--- src/verilog/cop_watchdog_cfg.svh ---
/*
   Constants of the watchdog block: register offsets, field positions,
   reset values and cycle counts. Assumes a byte-addressed 32-bit
   Avalon-MM slave port in which every register takes one aligned word.
*/
// What this block does
// - counters run on the quad bus clock
// - stop instruction zeroes the prescale counter
// - service write clears watchdog and prescale bits 11..4
// - service register read returns reset vector low byte
// - power-on clears prescaler after 4096 cycles
// - internal reset clears both counters
// - disable signal follows config register one bit
// - 6-bit watchdog counter fed by prescaler carry
// - unserviced overflow resets after 262128 or 8176 cycles
// - reset drives pin low 32 cycles, sets flag
`ifndef COP_WATCHDOG_CFG_SVH
`define COP_WATCHDOG_CFG_SVH

`define WD_ADDR_W        5
`define WD_OFS_SERVICE   5'h00
`define WD_OFS_CONFIG_REGISTER_ONE   5'h04
`define WD_OFS_CAUSE     5'h08
`define WD_OFS_IRQ_ST    5'h0C
`define WD_OFS_IRQ_MASK  5'h10
`define WD_OFS_COUNT     5'h14

`define WD_PRE_W         12
`define WD_CNT_W         6
`define WD_TOTAL_W       18
`define WD_SVC_CLR_MASK  12'h00F

`define WD_CFG_DISABLE   0
`define WD_CFG_RATE      1
`define WD_CFG_PIN_EN    2
`define WD_CFG_W         3
`define WD_CFG_RESET     3'h4

`define WD_CAUSE_WDOG    0
`define WD_CAUSE_POR     1
`define WD_IRQ_TIMEOUT   0
`define WD_IRQ_SERVICE   1
`define WD_FLAG_W        2

`define WD_LONG_CYCLES   262128
`define WD_SHORT_CYCLES  8176
`define WD_POR_W         13
`define WD_POR_CYCLES    13'h1000
`define WD_PULSE_W       6
`define WD_PULSE_CYCLES  32
`define WD_VECTOR_LOW    8'h00

`endif

--- src/verilog/cop_watchdog_pkg.sv ---
/*
   Types of the watchdog block: bus request carrier and the packed
   state records of both modules. Assumes the constants header.
*/
`include "cop_watchdog_cfg.svh"

package cop_watchdog_pkg;

   typedef struct packed {
      logic [`WD_ADDR_W-1:0] address;
      logic                  read;
      logic                  write;
      logic [31:0]           writedata;
      logic [3:0]            byteenable;
   } bus_req_s;

   typedef struct packed {
      logic [`WD_PRE_W-1:0]  pre;
      logic [`WD_CNT_W-1:0]  wd;
      logic [`WD_POR_W-1:0]  por_cnt;
      logic                  por_busy;
      logic [`WD_CFG_W-1:0]  cfg;
      logic [`WD_FLAG_W-1:0] cause;
      logic [`WD_FLAG_W-1:0] irq_st;
      logic [`WD_FLAG_W-1:0] irq_mask;
      logic                  ack;
      logic [31:0]           rdata;
   } wdog_state_s;

   typedef struct packed {
      logic                  busy;
      logic                  pin_drive;
      logic [`WD_PULSE_W-1:0] cnt;
   } stretch_state_s;

endpackage

--- src/verilog/reset_stretch.sv ---
/*
   Stretches a one-cycle watchdog fire into a fixed-length reset pulse
   and drives the open-drain reset pin while enabled. Assumes fire
   pulses come from the same clock domain.
*/
`include "cop_watchdog_cfg.svh"
`timescale 1ns/1ps
`default_nettype none

module reset_stretch
#(
   parameter int PULSE_CYCLES = `WD_PULSE_CYCLES
)
(
   input  wire logic clk_in,        // quad bus clock
   input  wire logic srst_in,       // sync reset, high
   input  wire logic ce_in,         // clock enable
   input  wire logic fire_in,       // one-cycle overflow pulse
   input  wire logic pin_en_in,     // reset pin enable bit
   output var  logic busy_out,      // pulse in progress
   output var  logic rst_pin_o_out, // pin level when driven
   output var  logic rst_pin_oe_out // pin driven low
);

   cop_watchdog_pkg::stretch_state_s st_ff;
   cop_watchdog_pkg::stretch_state_s nxt_st;

   always_comb
   begin
      nxt_st = st_ff;
      if (fire_in && !st_ff.busy)
      begin
         nxt_st.busy      = 1'b1;
         nxt_st.pin_drive = pin_en_in;
         nxt_st.cnt       = `WD_PULSE_W'(PULSE_CYCLES - 1);
      end
      else if (st_ff.busy)
      begin
         if (st_ff.cnt == '0)
         begin
            nxt_st.busy      = 1'b0;
            nxt_st.pin_drive = 1'b0;
         end
         else
         begin
            nxt_st.cnt = st_ff.cnt - `WD_PULSE_W'(1);
         end
      end
   end

   always_ff @(posedge clk_in)
   begin
      if (srst_in)
      begin
         st_ff <= '0;
      end
      else if (ce_in)
      begin
         st_ff <= nxt_st;
      end
   end

   assign busy_out       = st_ff.busy;
   assign rst_pin_o_out  = 1'b0;
   assign rst_pin_oe_out = st_ff.pin_drive;

endmodule

`default_nettype wire

--- src/verilog/cop_watchdog_counter.sv ---
/*
   Watchdog: 12-bit prescale counter feeding a 6-bit watchdog counter,
   service register, configuration, reset cause and interrupt registers
   on an Avalon-MM slave with waitrequest. Assumes clk_in is the quad
   bus clock taken straight from the selected oscillator, and that the
   system reset logic answers watchdog_reset_out.
*/
`include "cop_watchdog_cfg.svh"
`timescale 1ns/1ps
`default_nettype none

module cop_watchdog_counter
#(
   parameter int        LONG_CYCLES  = `WD_LONG_CYCLES,
   parameter int        SHORT_CYCLES = `WD_SHORT_CYCLES,
   parameter int        PULSE_CYCLES = `WD_PULSE_CYCLES,
   parameter logic [7:0] VECTOR_LOW  = `WD_VECTOR_LOW // arbitrary value
)
(
   input  wire logic                  clk_in,               // quad bus clk
   input  wire logic                  srst_in,              // power-on rst
   input  wire logic                  ce_in,                // clock enable
   input  wire logic                  stop_in,              // stop executed
   input  wire logic                  int_reset_in,         // internal rst
   input  wire logic [`WD_ADDR_W-1:0] avs_address_in,       // byte address
   input  wire logic                  avs_read_in,          // read strobe
   input  wire logic                  avs_write_in,         // write strobe
   input  wire logic [31:0]           avs_writedata_in,     // write data
   input  wire logic [3:0]            avs_byteenable_in,    // byte lanes
   output var  logic [31:0]           avs_readdata_out,     // read data
   output var  logic                  avs_waitrequest_out,  // stall
   output var  logic                  watchdog_disable_out, // disable level
   output var  logic                  watchdog_reset_out,   // reset request
   output var  logic                  rst_pin_o_out,        // pin level
   output var  logic                  rst_pin_oe_out,       // pin drive
   output var  logic                  irq_out               // interrupt
);

   cop_watchdog_pkg::bus_req_s    req;
   cop_watchdog_pkg::wdog_state_s st_ff;
   cop_watchdog_pkg::wdog_state_s nxt_st;

   logic                    pulse_busy;
   logic                    fire;
   logic                    svc_wr;
   logic                    take;
   logic [`WD_TOTAL_W-1:0]  total;
   logic [`WD_TOTAL_W-1:0]  limit;
   logic [`WD_FLAG_W-1:0]   cause_clr;
   logic [`WD_FLAG_W-1:0]   irq_clr;
   logic [`WD_FLAG_W-1:0]   irq_set;
   logic [`WD_PRE_W:0]      pre_inc;

   // limit is the last count before overflow, so one cycle is spent on it
   function automatic logic [`WD_TOTAL_W-1:0] last_count(input int cyc);
      last_count = `WD_TOTAL_W'(cyc - 1);
   endfunction

   // the word-aligned low byte is all the data these registers hold
   function automatic logic lane0_wr(input cop_watchdog_pkg::bus_req_s r,
                                     input logic [`WD_ADDR_W-1:0] ofs);
      lane0_wr = r.write && r.byteenable[0] && (r.address == ofs);
   endfunction

   assign req.address    = avs_address_in;
   assign req.read       = avs_read_in;
   assign req.write      = avs_write_in;
   assign req.writedata  = avs_writedata_in;
   assign req.byteenable = avs_byteenable_in;

   // a request is taken only at the edge where waitrequest is low
   assign take   = ce_in && st_ff.ack && (req.read || req.write);
   assign avs_waitrequest_out = (req.read || req.write) && !st_ff.ack;

   // service counts for any data and any byte lane
   assign svc_wr = take && req.write && (req.address == `WD_OFS_SERVICE);

   assign total = {st_ff.wd, st_ff.pre};
   assign limit = st_ff.cfg[`WD_CFG_RATE] ? last_count(SHORT_CYCLES)
                                          : last_count(LONG_CYCLES);

   // overflow only while enabled and not held by power-on or service
   assign fire = (total == limit)
              && !st_ff.cfg[`WD_CFG_DISABLE]
              && !st_ff.por_busy
              && !int_reset_in
              && !svc_wr
              && !pulse_busy;

   assign pre_inc = {1'b0, st_ff.pre} + (`WD_PRE_W+1)'(1);

   always_comb
   begin
      cause_clr = '0;
      irq_clr   = '0;
      irq_set   = '0;
      if (take && lane0_wr(req, `WD_OFS_CAUSE))
      begin
         cause_clr = req.writedata[`WD_FLAG_W-1:0];
      end
      if (take && lane0_wr(req, `WD_OFS_IRQ_ST))
      begin
         irq_clr = req.writedata[`WD_FLAG_W-1:0];
      end
      irq_set[`WD_IRQ_TIMEOUT] = fire;
      irq_set[`WD_IRQ_SERVICE] = svc_wr;
   end

   always_comb
   begin
      nxt_st = st_ff;

      // counter chain: prescaler carry steps the watchdog counter
      nxt_st.pre = pre_inc[`WD_PRE_W-1:0];
      if (pre_inc[`WD_PRE_W])
      begin
         nxt_st.wd = st_ff.wd + `WD_CNT_W'(1);
      end

      if (stop_in)
      begin
         nxt_st.pre = '0;
      end

      if (svc_wr)
      begin
         nxt_st.wd  = '0;
         nxt_st.pre = nxt_st.pre & `WD_SVC_CLR_MASK;
      end

      if (fire)
      begin
         // counters restart so the pulse is not re-triggered
         nxt_st.wd  = '0;
         nxt_st.pre = '0;
      end

      // power-on hold: prescaler kept clear until the count completes
      if (st_ff.por_busy)
      begin
         nxt_st.pre = '0;
         nxt_st.wd  = '0;
         if (st_ff.por_cnt == `WD_POR_CYCLES - `WD_POR_W'(1))
         begin
            nxt_st.por_busy = 1'b0;
         end
         else
         begin
            nxt_st.por_cnt = st_ff.por_cnt + `WD_POR_W'(1);
         end
      end

      if (int_reset_in)
      begin
         nxt_st.pre = '0;
         nxt_st.wd  = '0;
      end

      // configuration register one
      if (take && lane0_wr(req, `WD_OFS_CONFIG_REGISTER_ONE))
      begin
         nxt_st.cfg = req.writedata[`WD_CFG_W-1:0];
      end

      if (take && lane0_wr(req, `WD_OFS_IRQ_MASK))
      begin
         nxt_st.irq_mask = req.writedata[`WD_FLAG_W-1:0];
      end

      // sticky flags: a set in the clearing cycle wins
      nxt_st.cause = st_ff.cause & ~cause_clr;
      if (fire)
      begin
         nxt_st.cause[`WD_CAUSE_WDOG] = 1'b1;
      end
      nxt_st.irq_st = (st_ff.irq_st & ~irq_clr) | irq_set;

      // bus answer: one wait cycle, then data from the flops
      if ((req.read || req.write) && !st_ff.ack)
      begin
         nxt_st.ack   = 1'b1;
         nxt_st.rdata = '0;
         if (req.read)
         begin
            if (req.address == `WD_OFS_SERVICE)
            begin
               nxt_st.rdata = {24'h000000, VECTOR_LOW};
            end
            else if (req.address == `WD_OFS_CONFIG_REGISTER_ONE)
            begin
               nxt_st.rdata = {29'h00000000, st_ff.cfg};
            end
            else if (req.address == `WD_OFS_CAUSE)
            begin
               nxt_st.rdata = {30'h00000000, st_ff.cause};
            end
            else if (req.address == `WD_OFS_IRQ_ST)
            begin
               nxt_st.rdata = {30'h00000000, st_ff.irq_st};
            end
            else if (req.address == `WD_OFS_IRQ_MASK)
            begin
               nxt_st.rdata = {30'h00000000, st_ff.irq_mask};
            end
            else if (req.address == `WD_OFS_COUNT)
            begin
               nxt_st.rdata = {14'h0000, total};
            end
            else
            begin
               nxt_st.rdata = '0;
            end
         end
      end
      else
      begin
         nxt_st.ack = 1'b0;
      end
   end

   always_ff @(posedge clk_in)
   begin
      if (srst_in)
      begin
         st_ff                        <= '0;
         st_ff.por_busy               <= 1'b1;
         st_ff.cfg                    <= `WD_CFG_RESET;
         st_ff.cause[`WD_CAUSE_POR]   <= 1'b1;
      end
      else if (ce_in)
      begin
         st_ff <= nxt_st;
      end
   end

   reset_stretch
   #(
      .PULSE_CYCLES (PULSE_CYCLES)
   )
   u_stretch
   (
      .clk_in         (clk_in),
      .srst_in        (srst_in),
      .ce_in          (ce_in),
      .fire_in        (fire),
      .pin_en_in      (st_ff.cfg[`WD_CFG_PIN_EN]),
      .busy_out       (pulse_busy),
      .rst_pin_o_out  (rst_pin_o_out),
      .rst_pin_oe_out (rst_pin_oe_out)
   );

   assign watchdog_reset_out   = pulse_busy;
   assign watchdog_disable_out = st_ff.cfg[`WD_CFG_DISABLE];
   assign avs_readdata_out     = st_ff.rdata;
   assign irq_out              = |(st_ff.irq_st & st_ff.irq_mask);

endmodule

`default_nettype wire

--- config.mk ---
export PLATFORM = sky130hd
export DESIGN_NAME = cop_watchdog_counter
export DESIGN_NICKNAME = d
export VERILOG_FILES = /design/src/verilog/cop_watchdog_pkg.sv /design/src/verilog/reset_stretch.sv /design/src/verilog/cop_watchdog_counter.sv
export VERILOG_INCLUDE_DIRS = /design/src /design/src/verilog
export SDC_FILE = /design/constraint.sdc
export NUM_CORES = 1
export LEC_CHECK = 0
export BUFFER_PORTS_ARGS = -buffer_cell sky130_fd_sc_hd__buf_2
export CAP_MARGIN = 20
export CELL_PAD_IN_SITES_DETAIL_PLACEMENT = 0
export CELL_PAD_IN_SITES_GLOBAL_PLACEMENT = 1
export CORE_UTILIZATION = 36
export DETAILED_ROUTE_END_ITERATION = 16
export PLACE_DENSITY = 0.82
export SYNTH_ARGS = -nofsm -noshare
export SYNTH_HDL_FRONTEND = slang
export SYNTH_SLANG_ARGS = --single-unit
export TNS_END_PERCENT = 1
--- constraint.sdc ---
create_clock -name clk_in -period 1.9 [get_ports clk_in]
set_input_delay 0.19 -clock clk_in [delete_from_list [all_inputs] [get_ports clk_in]]
set_output_delay 0.19 -clock clk_in [all_outputs]
set_load 0.03 [all_outputs]
## Word level (Yosys, flattened, before mapping)

Cells that the tools add are included.

- Add/sub/neg operators: 4
- Equal/unequal tests: 8
- Multiplexer cells: 24
- Bitwise logic cells: 7
- Reduce and logical (&&, ||, !) cells: 40

Operators with widths:

| cell | number |
|---|---|
| $mux W32 | 7 |
| $mux W18 | 5 |
| $logic_and A1 B1 Y1 | 20 |
| $eq A18 B18 Y1 | 1 |
| $mux W8 | 2 |
| $add A12 B1 Y13 const B | 1 |
| $add A13 B1 Y13 const B | 1 |
| $eq A13 B12 Y1 const B | 1 |
| $mux W13 | 1 |
| $mux W12 | 1 |
| $mux W6 | 2 |
| $eq A5 B4 Y1 const B | 2 |
| $eq A5 B5 Y1 const B | 2 |
| $reduce_and A3 Y1 | 3 |
| $reduce_and A2 Y1 | 4 |
| $add A6 B1 Y6 const B | 1 |
| $and A2 B2 Y2 | 3 |
| $logic_not A1 Y1 | 6 |
| $logic_not A6 Y1 | 1 |
| $mux W2 | 3 |
| $sub A6 B1 Y6 const B | 1 |
| $eq A5 B3 Y1 const B | 1 |
| $logic_not A5 Y1 | 1 |
| $reduce_bool A5 Y1 | 1 |
| other kinds (8) | 12 |

- Flip-flop bits (word level): 82
- Input port bits: 48
- Logic and storage cells: 96

## Longest topological paths before layout

- Depth in word-level cells: 10
- Depth in mapped cells: 7
- Mapped depth without buffers: 7

## Hierarchy

A second synthesis with hierarchy kept.

- Cells, all modules: 410
- Area, all modules: 3,464.6 sq um

Modules (own cells, without submodules):

| module | times used | cells an instance | area each (sq um) | seq. area each (sq um) |
|---|---|---|---|---|
| cop_watchdog_counter | 1 | 353 | 2,982.9 | 1,201.2 |
| reset_stretch | 1 | 57 | 481.7 | 160.2 |

## Least setup slack after synthesis

Ideal clock, no wire load.

- Kind: reg2reg
- From: reg st_ff[62] (netlist name)
- To: reg u_stretch.st_ff[5] (netlist name)
- Setup time: 0.072 ns
- Data arrival time: 1.817 ns
- Slack: 0.012 ns
- Cell stages (with the launch flop): 7
- Period minus slack after synthesis: 1.888 ns
- Cell sequence: dfxtp_1 > ha_1 > nand4b_1 > nor4b_1 > nand3_1 > a2111oi_1 > mux2i_1

- Cells in the longest elaborated chain, start to end: 9

RTL lines:

| what | RTL line | RTL |
|---|---|---|
| start, declared | cop_watchdog_counter.sv:40 | `cop_watchdog_pkg::wdog_state_s st_ff;` |
| start signal, assigned | cop_watchdog_counter.sv:232 | `st_ff <= nxt_st;` |
| $eq A18 B18 Y1 * | cop_watchdog_counter.sv:83 | `assign fire = (total == limit)` |
| $logic_and A1 B1 Y1 * (5 in a row) | cop_watchdog_counter.sv:83 |  |
| $logic_and A1 B1 Y1 * | reset_stretch.sv:31 | `if (fire_in && !st_ff.busy)` |
| $ne A2 B1 Y1 (no line) / $reduce_bool A2 Y1 (equally long branches) | - |  |
| $reduce_and A3 Y1 (no line) | - |  |
| end signal, assigned | reset_stretch.sv:59 | `st_ff <= nxt_st;` |
| end, declared | reset_stretch.sv:25 | `cop_watchdog_pkg::stretch_state_s st_ff;` |

Mark *: on every way between the ends. The rest lies on a longest branch, timed or not.
A chain may end at the register's enable or synchronous reset.

## Worst setup path after layout

- From: reg u_stretch.st_ff[1] (netlist name)
- To: reg u_stretch.st_ff[4] (netlist name)

- Cells in the longest elaborated chain, start to end: 4

RTL lines:

| what | RTL line | RTL |
|---|---|---|
| $sub A6 B1 Y6 | reset_stretch.sv:46 | `` nxt_st.cnt = st_ff.cnt - `WD_PULSE_W'(1); `` |
| $mux W6 | reset_stretch.sv:39 | `if (st_ff.cnt == '0)` |
| $mux W8 | reset_stretch.sv:37 | `else if (st_ff.busy)` |
| $mux W8 | reset_stretch.sv:31 |  |

Several ways; a longest one is shown, not always the timed one. The select of a mux whose other input is x is not followed.

==> metrics.md <==
| Metric | Value |
|---|---|
| Vias in the first global route | `3067` |
| Grt total ovfl | `0` |
| I/O Buffers | `38` |
| Design area | `4300 µm²` |
| Pre-Repair DR Iteration Count | `4` |
| I/O pins | `86` |
| Critical path data arrival time | `2.03 ns` |
| Post-synth cell types | `66` |
| Status | `finished, final reports clean` |
| Synth Cell Area | `3568 µm²` |
| Routed WL | `8532 µm` |
| Number of diodes | `0` |
| Fin. Hold Viols | `0` |
| Clock sinks | `68` |
| H-tree levels | `3` |
| Overall Global Routing Usage | `17.32%` |
| Via count | `3139` |
| Ys Warns | `0` |
| Clk network pwr share | `47.1%` |
| Power per Cell Area | `715.6 nW/µm²` |
| Simple-gate area share of the yosys netlist | `25.18%` |
| CP delay by family, top | `simple AND/OR/NAND/NOR gates` |
| Num CTS Buffers | `9` |
| CP endpoint kind | `register` |
| Clock buffer depth | `2` |
| Final period util | `95.06%` |
| Max incr delay on CP | `0.50 ns` |
| Post-Synthesis Cells | `416` |
| Maximum clock rate | `0.5537 GHz` |
| Hold_buf cts | `0` |
| DIE WIDTH | `101.6 µm` |
| DIE AREA | `10310 µm²` |
| Post-place instance area | `3968 µm²` |
| DR iter-0 viols | `113` |
| Core ar. | `9415 µm²` |
| CP Cell Sequence | `inv_1, ha_1, or4b_4, o21ai_1, nor4_1, xnor2_1, a21oi_1` |
| Minimum clock period after layout | `1.806 ns` |
| Compound-Gate Fraction of Synth Area | `16.65%` |
| Top post-synthesis cells by area | `dfxtp_1 (38%), buf_4 (6.9%), nor2_1 (5.2%), a22oi_1 (4.2%), a21oi_1 (2.7%)` |
| Setup violators final | `0` |
| Average size of a mapped cell | `8.578 µm²` |
| Comb pwr share | `6.2%` |
| WHS Path Cells | `3` |
| Initial Utilization | `37.90%` |
| CTS tree | `built` |
| Hold Crit Class | `input port to register` |
| Crit path buf inv count | `1` |
| CP Class | `register to register` |
| Area leader, netlist | `dfxtp_1` |
| P_leak | `1.645 nW` |
| HPWL Detailed | `6043 µm` |
| Share of cells above drive strength 1 | `25.47%` |
| Share of the synthesized area in the top cell type | `38.15%` |
| Post-synth top flop | `dfxtp_1` |
| CP max FO | `4` |
| Mux contribution to synthesized area | `2.840%` |
| Placer congestion estimate | `0.9165` |
| Largest family of logic cells by synthesized area | `simple AND/OR/NAND/NOR gates` |
| Maxcap violations | `0` |
| Largest net degree at the start of global routing | `36` |
| Post-Synth Adder-Cell Area | `1.753%` |
| WL per Instance | `14.13 µm` |
| Share of synthesized registers carrying an async set or reset | `0%` |
| Crit. path cell count | `7` |
| Sw frac | `23.37%` |
| Slowest-stage cell, CP | `or4b_4` |
| Peak VDD IR | `0.2866 mV` |
| Clock-pin slew of the registers on the worst-case setup and hold paths | `0.07 ns` |
| Required time of the critical path | `2.12 ns` |
| Flop pwr share | `46.7%` |
| Worst reg2reg path depth | `7` |
| Die Ht | `101.6 µm` |
| DRC viols | `0` |
| First-pass GRT wire length | `14000 µm` |
| R2R Setup Slk | `0.09 ns` |
| Clk_lat worst skew | `0.34 ns` |
| Slew Viols, Final | `0` |
| Initial antenna violation count | `0` |
| EDFF count, synth | `0` |
| Via/cell ratio | `5.197` |
| Total negative slack | `0 ns` |
| Root buffer cell | `clkbuf_8` |
| Setup Skew | `0.006340 ns` |
| Switching Power | `0.7191 mW` |
| Final #Nets | `523` |
| Post-Synth XOR/XNOR Area | `4.418%` |
| Int Pwr | `2.358 mW` |
| Final ANT Viol Nets | `0` |
| CP startpoint kind | `register` |
| Sequential fraction of the synthesis area | `38.15%` |
| Post-synthesis register bit count | `68` |
| Area Overhead vs Synth | `20.51%` |
| Row count | `35` |
## final timing paths
check	from	to
max	u_stretch.st_ff[1]	u_stretch.st_ff[4]
min	avs_writedata_in[0]	st_ff[33]
max reg2reg	u_stretch.st_ff[1]	u_stretch.st_ff[4]
min reg2reg	st_ff[38]	st_ff[38]
## layout by cell type (no fill, tap or decap), drive strengths merged, types with 11 or more instances in the layout
cell     n
inv     13
o21ai   12
dfxtp   68
nand3   12
conb    15
nor2    49
nand2   13
a22oi   20
nand2b  11
nor3    11
a21oi   19
buf     82
## synth_stat cells (4+ instances only)
library cell	count
mux2i_1	9
nand3_1	12
a22oi_1	20
ha_1	5
o21ai_0	11
o22ai_1	7
nor3b_1	6
clkbuf_1	15
and3_1	4
nand2b_1	11
nor4_1	6
inv_1	13
nor4b_1	4
or3_1	8
a31oi_1	7
buf_4	33
xnor2_1	10
a21oi_1	19
nand4_1	9
nand2_1	13
and4_1	4
nor3_1	11
nor2_1	49
xor2_1	8
dfxtp_1	68
## area by class of cell
cell class	count	area, µm²
multi-input combinational	296	1954
timing repair buffer	82	533.0
inverter	13	48.80
clock buffer	10	127.6
tap	129	161.4
fill	947	5115
clock inverter	6	112.6
sequential	68	1363
## per-layer routing
layer  part of all wire (%)  track usage [%]  up-vias  routed length (µm)
met5                      0                0        -                   0
met2                     48            29.47       73                4097
met1                     46            21.19     1493                3949
met3                    3.9            3.175       12                 332
li1                       -                -     1561                   -
met4                    1.8            7.915        0                 152
## worst reg2reg max path, delay by kind of cell (launching register included)
family                   cells  cell delay [ns]
XOR/XNOR                     1             0.14
AO/OA/AOI/OAI                2             0.39
flip-flops                   1             0.32
adder cells (fa/ha/maj)      1             0.14
buffers and inverters        1             0.08
AND/OR/NAND/NOR              2             0.62
## state kept, by name, summed over array words and instances (netlist names)
register                  count
watchdog_disable_out          1
u_stretch.busy_out            1
avs_readdata_out             18
u_stretch.rst_pin_oe_out      1
u_stretch.st_ff               6
st_ff                        41
## power groups by stage
stage	Clock [mW]	Combinational [mW]	Sequential, mW
2_1_floorplan	0	0.154	1.47
3_3_place_gp	0	0.185	1.47
3_5_place_dp	0	0.188	1.47
4_1_cts	1.47	0.189	1.44
5_1_grt	1.55	0.209	1.44
6_report	1.45	0.192	1.44
## per-stage QoR
step / hold WS [ns] / utilization, % / total power [mW] / setup WS, ns / std cells
floorplan: 0.3339 / - / 1.623 / 0.01163 / 430
global placement: 0.4433 / 42.14 / 1.655 / -0.005951 / 587
detailed placement: 0.4459 / 42.14 / 1.658 / -0.06671 / 587
CTS: 0.1528 / 44.90 / 3.094 / -0.003621 / 603
global route: 0.1707 / 45.67 / 3.197 / -0.01726 / 604
finish: 0.1550 / 45.67 / 3.077 / 0.09392 / 604
## cells by family after synthesis
| logic type | count (synthesis) |
|---|---|
| AO/OA/AOI/OAI | 88 |
| XOR/XNOR | 18 |
| adder cells (fa/ha/maj) | 5 |
| buffers and inverters | 66 |
| flip-flops | 68 |
| multiplexers | 10 |
| other | 1 |
| AND/OR/NAND/NOR | 160 |
## timing repair
action,4_1_cts,5_1_grt
pin swaps,0,8
setup buffers,0,1
gates resized for setup,4,11
setup endpoints to repair,6,21
cloned,0,0
Note: power is estimated with default switching activity, not from simulation.
